## src/include/spi_wm_consts.vh

```
// Contract
// - Receive watermark event when enabled and rx threshold <= rx fill count.
// - Transmit watermark event when enabled and tx threshold equals tx fill count.
// - No watermark match when threshold exceeds configured queue depth.
// - Threshold bits 2/3/4 exist only for depth 8/16/32 or more.
// - Watermark control bits 14 and 6 read as zero.
// - On underrun with fill enable set, shift out the fill word instead.
// - Lengths 16..9 use fill bits 15:0; lengths 8..2 use bits 7:0.
// - Lengths 32..25 use bits 31:0; lengths 24..17 use bits 23:0.
// - Serial clock is bus clock divided by 2*(divisor+1).
// - One buffer address: writes go to transmit, reads come from receive.
// - Six-bit transmit and receive fill counts of occupied elements.
`ifndef SPI_WM_CONSTS_VH
`define SPI_WM_CONSTS_VH
`define A_WM_CTRL 4'h0
`define A_FILL_LO 4'h1
`define A_FILL_HI 4'h2
`define A_DIVISOR 4'h3
`define A_CONFIG 4'h4
`define A_STATUS 4'h5
`define A_IRQ_STAT 4'h6
`define A_IRQ_MASK 4'h7
`define A_BUFFER 4'h8
`define A_FILLCNT 4'h9
`define RX_EN_BIT 15
`define TX_EN_BIT 7
`define CFG_ON_BIT 0
`define CFG_FILL_EN_BIT 1
`define CFG_ENH_BIT 2
`define CFG_WLEN_LSB 8
`define CTRL_IMPL_MASK 16'hBFBF
`define RESP_OKAY 2'h0
`define RESP_SLVERR 2'h2
`define DIV_W 13
`define CNT_W 6
`endif

```

## src/rtl/sck_divider.v

```verilog
`timescale 1ns/10ps
`include "spi_wm_consts.vh"
module sck_divider
(
    input wire clk,
    input wire rst,
    input wire run,
    input wire [`DIV_W-1:0] divisor,
    output reg sck
);
    reg [`DIV_W-1:0] cnt_reg;
    // Half period is divisor+1 bus clocks, full period 2*(divisor+1)
    always @(posedge clk or posedge rst)
    begin
        if (rst)
        begin
            cnt_reg <= {`DIV_W{1'b0}};
            sck <= 1'b0;
        end
        else if (!run)
        begin
            cnt_reg <= {`DIV_W{1'b0}};
            sck <= 1'b0;
        end
        else if (cnt_reg >= divisor)
        begin
            cnt_reg <= {`DIV_W{1'b0}};
            sck <= ~sck;
        end
        else
            cnt_reg <= cnt_reg + {{(`DIV_W-1){1'b0}}, 1'b1};
    end
endmodule

```

## src/rtl/level_watch.v

```verilog
`timescale 1ns/10ps
`include "spi_wm_consts.vh"
module level_watch
#(
    parameter DEPTH = 8
)
(
    input wire [`CNT_W-1:0] threshold,
    input wire [`CNT_W-1:0] fill,
    input wire enable,
    input wire exact,
    output wire hit
);
    // Threshold beyond the queue depth can never match
    wire in_range = ({26'h0, threshold} <= DEPTH);
    wire cmp = exact ? (threshold == fill) : (threshold <= fill);
    assign hit = enable && in_range && cmp;
endmodule

```

## src/rtl/spi_watermark_underrun_fill.v

```verilog
// Register access over AXI4-Lite and the placing of the registers were chosen for this implementation.
`timescale 1ns/10ps
`include "spi_wm_consts.vh"
module spi_watermark_underrun_fill
#(
    parameter QUEUE_DEPTH = 8
)
(
    input wire core_clk,
    input wire rst,
    input wire [31:0] s_axi_awaddr,
    input wire s_axi_awvalid,
    output reg s_axi_awready,
    input wire [31:0] s_axi_wdata,
    input wire [3:0] s_axi_wstrb,
    input wire s_axi_wvalid,
    output reg s_axi_wready,
    output reg [1:0] s_axi_bresp,
    output reg s_axi_bvalid,
    input wire s_axi_bready,
    input wire [31:0] s_axi_araddr,
    input wire s_axi_arvalid,
    output reg s_axi_arready,
    output reg [31:0] s_axi_rdata,
    output reg [1:0] s_axi_rresp,
    output reg s_axi_rvalid,
    input wire s_axi_rready,
    input wire [`CNT_W-1:0] tx_fill_count,
    input wire [`CNT_W-1:0] rx_fill_count,
    input wire tx_underrun,
    input wire [31:0] tx_queue_word,
    input wire [31:0] rx_holding_reg,
    output reg [31:0] tx_holding_reg,
    output reg tx_holding_wr,
    output reg rx_holding_rd,
    output reg [31:0] tx_shift_word,
    output reg [4:0] word_length_select,
    output reg module_on,
    output reg enhanced_mode,
    output reg sck,
    output reg irq
);
    // Threshold bits present for the configured depth
    localparam [5:0] THR_MASK = (QUEUE_DEPTH >= 32) ? 6'h3F : (QUEUE_DEPTH >= 16) ? 6'h2F :
        (QUEUE_DEPTH >= 8) ? 6'h27 : 6'h23;

    reg [15:0] wm_ctrl_reg;
    reg [31:0] fill_word_reg;
    reg [`DIV_W-1:0] divisor_reg;
    reg fill_en_reg;
    reg [1:0] irq_stat_reg;
    reg [1:0] irq_mask_reg;
    reg rx_hit_d_reg;
    reg tx_hit_d_reg;
    reg aw_held_reg;
    reg w_held_reg;
    reg [3:0] aw_idx_reg;
    reg [31:0] wdata_reg;
    wire rx_hit;
    wire tx_hit;
    wire sck_raw;

    function [3:0] word_index;
        input [31:0] addr;
        begin
            word_index = addr[5:2];
        end
    endfunction

    function [5:0] thr_field;
        input [5:0] v;
        begin
            thr_field = v & THR_MASK;
        end
    endfunction

    level_watch #(.DEPTH(QUEUE_DEPTH)) rx_watch
    (
        .threshold(wm_ctrl_reg[13:8]),
        .fill(rx_fill_count),
        .enable(wm_ctrl_reg[`RX_EN_BIT]),
        .exact(1'b0),
        .hit(rx_hit)
    );

    level_watch #(.DEPTH(QUEUE_DEPTH)) tx_watch
    (
        .threshold(wm_ctrl_reg[5:0]),
        .fill(tx_fill_count),
        .enable(wm_ctrl_reg[`TX_EN_BIT]),
        .exact(1'b1),
        .hit(tx_hit)
    );

    sck_divider clk_gen
    (
        .clk(core_clk),
        .rst(rst),
        .run(module_on),
        .divisor(divisor_reg),
        .sck(sck_raw)
    );

    // Fill word lanes chosen by word length; value is length-1
    reg [31:0] fill_sel;
    always @*
    begin
        fill_sel = 32'h0;
        if (word_length_select == 5'h0 || word_length_select >= 5'h18)
            fill_sel = fill_word_reg;
        else if (word_length_select >= 5'h10)
            fill_sel = {8'h0, fill_word_reg[23:0]};
        else if (word_length_select >= 5'h08)
            fill_sel = {16'h0, fill_word_reg[15:0]};
        else
            fill_sel = {24'h0, fill_word_reg[7:0]};
    end

    // Unmapped word indexes answer with a slave error on both channels
    function [1:0] resp_for;
        input [3:0] idx;
        begin
            if (idx <= `A_FILLCNT)
                resp_for = `RESP_OKAY;
            else
                resp_for = `RESP_SLVERR;
        end
    endfunction

    wire aw_take = s_axi_awvalid && s_axi_awready;
    wire w_take = s_axi_wvalid && s_axi_wready;
    // Both halves present, either held from an earlier edge or taken at this one
    wire do_write = (aw_held_reg || aw_take) && (w_held_reg || w_take);
    wire [3:0] wr_idx = aw_held_reg ? aw_idx_reg : word_index(s_axi_awaddr);
    wire [31:0] wr_data = w_held_reg ? wdata_reg : s_axi_wdata;
    wire do_read = s_axi_arvalid && s_axi_arready;
    wire [3:0] rd_idx = word_index(s_axi_araddr);
    wire stat_read = do_read && rd_idx == `A_IRQ_STAT;

    // Write address and data channels; each ready is offered for one cycle only
    always @(posedge core_clk or posedge rst)
    begin
        if (rst)
        begin
            s_axi_awready <= 1'b0;
            s_axi_wready <= 1'b0;
            s_axi_bvalid <= 1'b0;
            s_axi_bresp <= `RESP_OKAY;
            aw_held_reg <= 1'b0;
            w_held_reg <= 1'b0;
            aw_idx_reg <= 4'h0;
            wdata_reg <= 32'h0;
        end
        else
        begin
            // No new handshake on a channel while its own half is held or a response is pending
            s_axi_awready <= !aw_held_reg && s_axi_awvalid && !s_axi_awready && !s_axi_bvalid;
            s_axi_wready <= !w_held_reg && s_axi_wvalid && !s_axi_wready && !s_axi_bvalid;
            if (aw_take && !do_write)
            begin
                aw_held_reg <= 1'b1;
                aw_idx_reg <= word_index(s_axi_awaddr);
            end
            if (w_take && !do_write)
            begin
                w_held_reg <= 1'b1;
                wdata_reg <= s_axi_wdata;
            end
            if (do_write)
            begin
                aw_held_reg <= 1'b0;
                w_held_reg <= 1'b0;
                s_axi_bvalid <= 1'b1;
                s_axi_bresp <= resp_for(wr_idx);
            end
            else if (s_axi_bvalid && s_axi_bready)
                s_axi_bvalid <= 1'b0;
        end
    end

    // Register file; read-only and unmapped words ignore writes
    always @(posedge core_clk or posedge rst)
    begin
        if (rst)
        begin
            wm_ctrl_reg <= 16'h0;
            fill_word_reg <= 32'h0;
            divisor_reg <= {`DIV_W{1'b0}};
            fill_en_reg <= 1'b0;
            word_length_select <= 5'h0;
            module_on <= 1'b0;
            enhanced_mode <= 1'b0;
            irq_mask_reg <= 2'h0;
            tx_holding_reg <= 32'h0;
            tx_holding_wr <= 1'b0;
        end
        else
        begin
            tx_holding_wr <= 1'b0;
            if (do_write)
            begin
                case (wr_idx)
                    // Absent threshold bits are dropped here, so reads show what matches
                    `A_WM_CTRL:
                        wm_ctrl_reg <= {wr_data[15], 1'b0, thr_field(wr_data[13:8]),
                            wr_data[7], 1'b0, thr_field(wr_data[5:0])};
                    `A_FILL_LO: fill_word_reg[15:0] <= wr_data[15:0];
                    `A_FILL_HI: fill_word_reg[31:16] <= wr_data[15:0];
                    `A_DIVISOR: divisor_reg <= wr_data[`DIV_W-1:0];
                    `A_CONFIG:
                    begin
                        module_on <= wr_data[`CFG_ON_BIT];
                        fill_en_reg <= wr_data[`CFG_FILL_EN_BIT];
                        enhanced_mode <= wr_data[`CFG_ENH_BIT];
                        word_length_select <= wr_data[`CFG_WLEN_LSB+4:`CFG_WLEN_LSB];
                    end
                    `A_IRQ_MASK: irq_mask_reg <= wr_data[1:0];
                    `A_BUFFER:
                    begin
                        tx_holding_reg <= wr_data;
                        tx_holding_wr <= 1'b1;
                    end
                    default: tx_holding_wr <= 1'b0;
                endcase
            end
        end
    end

    // Read channel; arready stays low while an answer waits, so one read at a time
    always @(posedge core_clk or posedge rst)
    begin
        if (rst)
        begin
            s_axi_arready <= 1'b0;
            s_axi_rvalid <= 1'b0;
            s_axi_rresp <= `RESP_OKAY;
            s_axi_rdata <= 32'h0;
            rx_holding_rd <= 1'b0;
        end
        else
        begin
            rx_holding_rd <= 1'b0;
            s_axi_arready <= s_axi_arvalid && !s_axi_arready && !s_axi_rvalid;
            if (do_read)
            begin
                s_axi_rvalid <= 1'b1;
                s_axi_rresp <= resp_for(rd_idx);
                // Data is captured with rvalid and stands until rready
                case (rd_idx)
                    `A_WM_CTRL: s_axi_rdata <= {16'h0, wm_ctrl_reg & `CTRL_IMPL_MASK};
                    `A_FILL_LO: s_axi_rdata <= {16'h0, fill_word_reg[15:0]};
                    `A_FILL_HI: s_axi_rdata <= {16'h0, fill_word_reg[31:16]};
                    `A_DIVISOR: s_axi_rdata <= {19'h0, divisor_reg};
                    `A_CONFIG: s_axi_rdata <= {19'h0, word_length_select, 5'h0,
                        enhanced_mode, fill_en_reg, module_on};
                    `A_STATUS: s_axi_rdata <= {29'h0, tx_underrun, tx_hit, rx_hit};
                    `A_IRQ_STAT: s_axi_rdata <= {30'h0, irq_stat_reg};
                    `A_IRQ_MASK: s_axi_rdata <= {30'h0, irq_mask_reg};
                    `A_BUFFER:
                    begin
                        s_axi_rdata <= rx_holding_reg;
                        rx_holding_rd <= 1'b1;
                    end
                    `A_FILLCNT: s_axi_rdata <= {18'h0, rx_fill_count, 2'h0, tx_fill_count};
                    default: s_axi_rdata <= 32'h0;
                endcase
            end
            else if (s_axi_rvalid && s_axi_rready)
                s_axi_rvalid <= 1'b0;
        end
    end

    // Events are rising edges of the match; set wins over read-clear
    always @(posedge core_clk or posedge rst)
    begin
        if (rst)
        begin
            rx_hit_d_reg <= 1'b0;
            tx_hit_d_reg <= 1'b0;
            irq_stat_reg <= 2'h0;
            irq <= 1'b0;
        end
        else
        begin
            rx_hit_d_reg <= rx_hit;
            tx_hit_d_reg <= tx_hit;
            irq_stat_reg <= (stat_read ? 2'h0 : irq_stat_reg) |
                {tx_hit && !tx_hit_d_reg, rx_hit && !rx_hit_d_reg};
            irq <= |(irq_stat_reg & irq_mask_reg);
        end
    end

    // Re-timed so these outputs leave flip-flops; costs one cycle of lag
    always @(posedge core_clk or posedge rst)
    begin
        if (rst)
        begin
            sck <= 1'b0;
            tx_shift_word <= 32'h0;
        end
        else
        begin
            sck <= sck_raw;
            tx_shift_word <= (tx_underrun && fill_en_reg) ? fill_sel : tx_queue_word;
        end
    end
endmodule

```

## config.mk

```make
export PLATFORM = sky130hd
export DESIGN_NAME = spi_watermark_underrun_fill
export DESIGN_NICKNAME = d
export VERILOG_FILES = /design/src/rtl/sck_divider.v /design/src/rtl/level_watch.v /design/src/rtl/spi_watermark_underrun_fill.v
export VERILOG_INCLUDE_DIRS = /design/src /design/src/include
export SDC_FILE = /design/constraint.sdc
export NUM_CORES = 1
export LEC_CHECK = 0
export BUFFER_PORTS_ARGS = -buffer_cell sky130_fd_sc_hd__clkbuf_2
export CAP_MARGIN = 20
export CORE_MARGIN = 10
export CORE_UTILIZATION = 40
export DETAILED_ROUTE_END_ITERATION = 6
export HOLD_SLACK_MARGIN = 0.1
export PLACE_DENSITY = 0.67
export SKIP_CTS_REPAIR_TIMING = 1
export SYNTH_ARGS = -nofsm -noshare
export SYNTH_HDL_FRONTEND = slang
export SYNTH_SLANG_ARGS = --single-unit
```

## constraint.sdc

```tcl
create_clock -name core_clk -period 6.71 [get_ports core_clk]
set_input_delay 0.671 -clock core_clk [delete_from_list [all_inputs] [get_ports core_clk]]
set_output_delay 0.671 -clock core_clk [all_outputs]
set_load 0.02 [all_outputs]
```

# Word-level counts from Yosys, hierarchy flattened
# Index checks and enable logic that the tools add are counted.
# word_totals
ff_bits	230
out_inout_bits	116
word_cells	140
# op_classes
n_addsub	1
order_cmp	9
eq_ne	17
mux	26
bitwise_logic	3
reduce_logical	52
# ops
op	n
32-bit one-hot mux with 10 select lines	1
32-bit two-way mux	4
13-bit two-way mux	2
4-bit by 3-bit equality test with 1-bit output, second input constant	6
1-bit logical AND	24
4-bit by 2-bit equality test with 1-bit output, second input constant	4
16-bit two-way mux	1
1-bit two-way mux	14
2-bit AND reduction	7
13-bit by 1-bit adder with 13-bit output, second input constant	1
13-bit greater-or-equal comparator	1
4-bit equality test, second input constant	3
6-bit by 4-bit less-or-equal comparator with 1-bit output, second input constant	2
5-bit greater-or-equal comparator, second input constant	2
1-bit logical NOT	10
4-bit by 1-bit equality test with 1-bit output, second input constant	2
4-bit less-or-equal comparator, second input constant	2
4-bit logical NOT	2
2-bit nonzero test	4
6-bit equality test	1
6-bit less-or-equal comparator	1
2-bit two-way mux	3
5-bit by 4-bit greater-or-equal comparator with 1-bit output, second input constant	1
5-bit logical NOT	1
7 further kinds	9

# Longest topological paths before layout
# logic_depth
ltp_word	7
ltp_mapped	8

# Hierarchy
# A second synthesis with hierarchy kept.
# unflattened
hier_cells	837
area_unflattened_um2	10879.2
# modules_own_cells
module	instances	cells_per_inst	area_per_inst_um2	seq_area_each_um2
spi_watermark_underrun_fill	1	682	9521.6	5355.1
sck_divider	1	107	1012.2	350.3
level_watch	2	24	172.7	0.0

# Worst setup path after synthesis
# No wires, ideal clock.
# synth_path
kind	input to register
start	input rx_fill_count[5]
end	register s_axi_rdata[0]
setup_time_ps	91
arrival_ps	2030
path_slack_ps	4590
path_stages	7
cell_sequence	inv_1 -> ha_1 -> nor3b_1 -> mux2i_1 -> a21oi_1 -> or3b_2 -> o221ai_1
# synth_via
elab_chain_len	3
# synth_lines
element	line	text
from (decl)	spi_watermark_underrun_fill.v:29	input wire [`CNT_W-1:0] rx_fill_count,
6-bit less-or-equal comparator	level_watch.v:16	wire cmp = exact ? (threshold == fill) : (threshold <= fill);
1-bit logical AND	level_watch.v:17	assign hit = enable && in_range && cmp;
32-bit one-hot mux with 10 select lines	spi_watermark_underrun_fill.v:249	case (rd_idx)
to (signal assigned)	spi_watermark_underrun_fill.v:250	`A_WM_CTRL: s_axi_rdata <= {16'h0, wm_ctrl_reg & `CTRL_IMPL_MASK};
to (signal assigned)	spi_watermark_underrun_fill.v:251	`A_FILL_LO: s_axi_rdata <= {16'h0, fill_word_reg[15:0]};
to (signal assigned)	spi_watermark_underrun_fill.v:252	`A_FILL_HI: s_axi_rdata <= {16'h0, fill_word_reg[31:16]};
to (decl)	spi_watermark_underrun_fill.v:24	output reg [31:0] s_axi_rdata,
# Every way passes these cells.
# A chain may end at the register's enable or synchronous reset.

# Final worst setup path
# layout_path
start	input s_axi_araddr[2]
end	register s_axi_rdata[2]
# layout_via
elab_chain_len	2
elab_cells_between_ends	11
cone_classes	eq/ne (9); mux (1); reduce/logical (1)
# layout_lines
element	line	text
from (decl)	spi_watermark_underrun_fill.v:21	input wire [31:0] s_axi_araddr,
4-bit equality test, or another cell as far along	spi_watermark_underrun_fill.v:249	
32-bit one-hot mux with 10 select lines (*)	spi_watermark_underrun_fill.v:249	
# Mark *: on every way between the ends. The rest lies on a longest branch, timed or not.

==> run_results.csv <==
group,metric,value,unit
drt,first_pass_iters,5,
die,die_y,181,um
timing,hold_viol,0,
clocking,cts_root_buffer,"clkbuf_16",
clocking,cts_made_buffers,26,
placement,port_buffers,237,
outcome,outcome,"finished, final reports clean",
min_path,hp-class,"input pin to async pin",
logic_synthesis,synth-main-ff-cell,"dfrtp_1",
timing,fmax,417,MHz
cells_and_area,fin_util,50.0,%
power_and_ir_drop,finalPower,5.26,mW
timing,fin_hold_ws,89.1,ps
logic_synthesis,synth.distinct_cells,63,
timing,fin_ws,4310,ps
timing,setup_violations,0,
critical_path,slowest_delay,580,ps
die,rows,58,
timing,fin_crit,2400,ps
drt,drtAntennaViolNets,0,
global_routing,grt_usage,18.4,%
power_and_ir_drop,power.density,415,nW/um2
timing,clock_skew,15.0,ps
clocking,insertion_delay,540,ps
clocking,max-clock-path-buffers,3,
critical_path,cp_slowest_cell,"clkbuf_2",
cells_and_area,layout_commonest_cell,"clkbuf_2",
logic_synthesis,synth_cells,964,
drt,routed_wl,31200,um
critical_path,worstSetupPathType,"input pin to register",
die,start_util,40.9,%
logic_synthesis,yosys.area.top_type,"dfrtp_1",
logic_synthesis,yosysSeqAreaShare,55.1,%
timing,tns,0,ps
logic_synthesis,synth.avg_cell_area,10.7,um2
critical_path,required,7140,ps
drt,viasPerCell,5.25,
cells_and_area,fin_area,12700,um2
global_routing,first_global_vias,8290,
cells_and_area,nNetsFinal,1388,
logic_synthesis,ys_ff_latch,228,
timing,slew_viol_final,0,
die,core,25300,um2
clocking,clk_pin_slew_worst_paths,60,ps
timing,slew_headroom,27.6,%
global_routing,grt_max_degree,142,
logic_synthesis,async_flop_share,100,%
critical_path,crit_buf_inv,1,
critical_path,worst_ep_arrival_time,2820,ps
cells_and_area,fin_cells,1542,
drt,drc,0,
logic_synthesis,synth_area,10400,um2
flow_run,maxCapViolCount,0,
cells_and_area,drive_gt1_share,30.9,%
placement,dpl.cell_count,1487,
critical_path,critical_path.cell_chain,"clkbuf_2 -> nor2_1 -> and2_1 -> a222oi_1 -> o31ai_1 -> a22o_1",
clocking,cts_max_level,1,
drt,num_vias,8091,
critical_path,crit_family,"compound AO/OA/AOI/OAI gates",
clocking,numClockSinks,228,
cells_and_area,final_cell_mix,"237 x clkbuf_2, 227 x dfrtp_1, 110 x nor2_1",
logic_synthesis,synth-edff-count,0,
placement,gp_congestion,0.922,
die,die_area,32700,um2
power_and_ir_drop,leakagePower,6.10,nW
critical_path,cp-end-kind,"register",
drt,post_drt_wl_per_cell,20.3,um
logic_synthesis,synth_top_area_share,55.1,%
cells_and_area,area_growth,22.3,%
placement,dp_worst_setup_slack,3790,ps
power_and_ir_drop,peakVddDrop,0.260,mV
timing,rsz0062_at_grt,"no",
global_routing,grt_first_pass_wirelength,48200,um
placement,dp_hpwl,23000,um
die,die_w,181,um
clocking,cts_tree,"built",
drt,first_iter_violations,589,
critical_path,cp_max_fo,34,
logic_synthesis,synth_area_leaders,"dfrtp_1 55%, mux2_2 6.3%, a21oi_1 4.2%",
timing,worst_pin_slew,1060,ps
placement,placed_area,11800,um2
global_routing,antenna_found_initial,8,
logic_synthesis,yosysWarnings,0,
critical_path,critical_path.startpoint_type,"input pin",
die,ios,300,
timing,finalCritPeriodShare,35.7,%
global_routing,overflow,0,
==> report_power, final <==
part | switching [mW] | leakage, nW | internal [mW]
registers | 0.408 | 2.90 | 1.84
logic | 0.936 | 2.76 | 0.641
clock network | 0.581 | 0.435 | 0.855
==> cell type report <==
type / count / area [um2]
well taps: 330 / 413
repair buffers: 249 / 1300
multi-input cells: 654 / 4250
clock inverters: 7 / 90.1
inverters: 27 / 105
flip-flops and latches: 228 / 5710
clock buffers: 40 / 793
fillers: 2339 / 12700
diodes: 7 / 17.5
==> metal layers <==
| metal | track usage, % | up-vias | share of wire (%) |
|---|---|---|---|
| met5 | 0 | - | 0.11 |
| met4 | 6.20 | 4 | 3.0 |
| met3 | 6.35 | 57 | 9.5 |
| met2 | 29.0 | 317 | 45 |
| met1 | 23.0 | 3874 | 42 |
| li1 | - | 3839 | - |
==> path summary, 6_finish.rpt <==
check,start,end,slack (ps),cells after the start
worst max-delay path,s_axi_araddr[2],s_axi_rdata[2],4310,6
worst min-delay path,rst,s_axi_rdata[18],90,2
worst max register to register,w_held_reg,tx_holding_reg[11],4430,7
worst min register to register,clk_gen.sck,sck,400,0
max in group asynchronous,rst,fill_word_reg[21],5430,3
min in group core_clk,s_axi_bready,s_axi_bvalid,320,2
==> kinds of logic after synthesis <==
| group | share of synthesized area (%) |
|---|---|
| DFF | 55.1 |
| adders and majority gates | 2.17 |
| buffers and inverters | 4.04 |
| xor gates and xnor gates | 1.18 |
| AOI/OAI and AO/OA | 13.4 |
| and+or+nand+nor | 13.0 |
| other | 0.0362 |
| muxes | 11.1 |
==> synth_stat cells (13+ instances only) <==
cell type    n
buf_2       24
nand3_1     42
dfrtp_1    228
mux2_2      58
a21oi_1     87
inv_1       27
mux2i_1     39
ha_1        18
nor2b_1     14
a22o_1      30
clkbuf_1    13
nor2_1     110
nand2_1     89
o21ai_0     48
No activity file was read; power rests on OpenSTA's default activity.
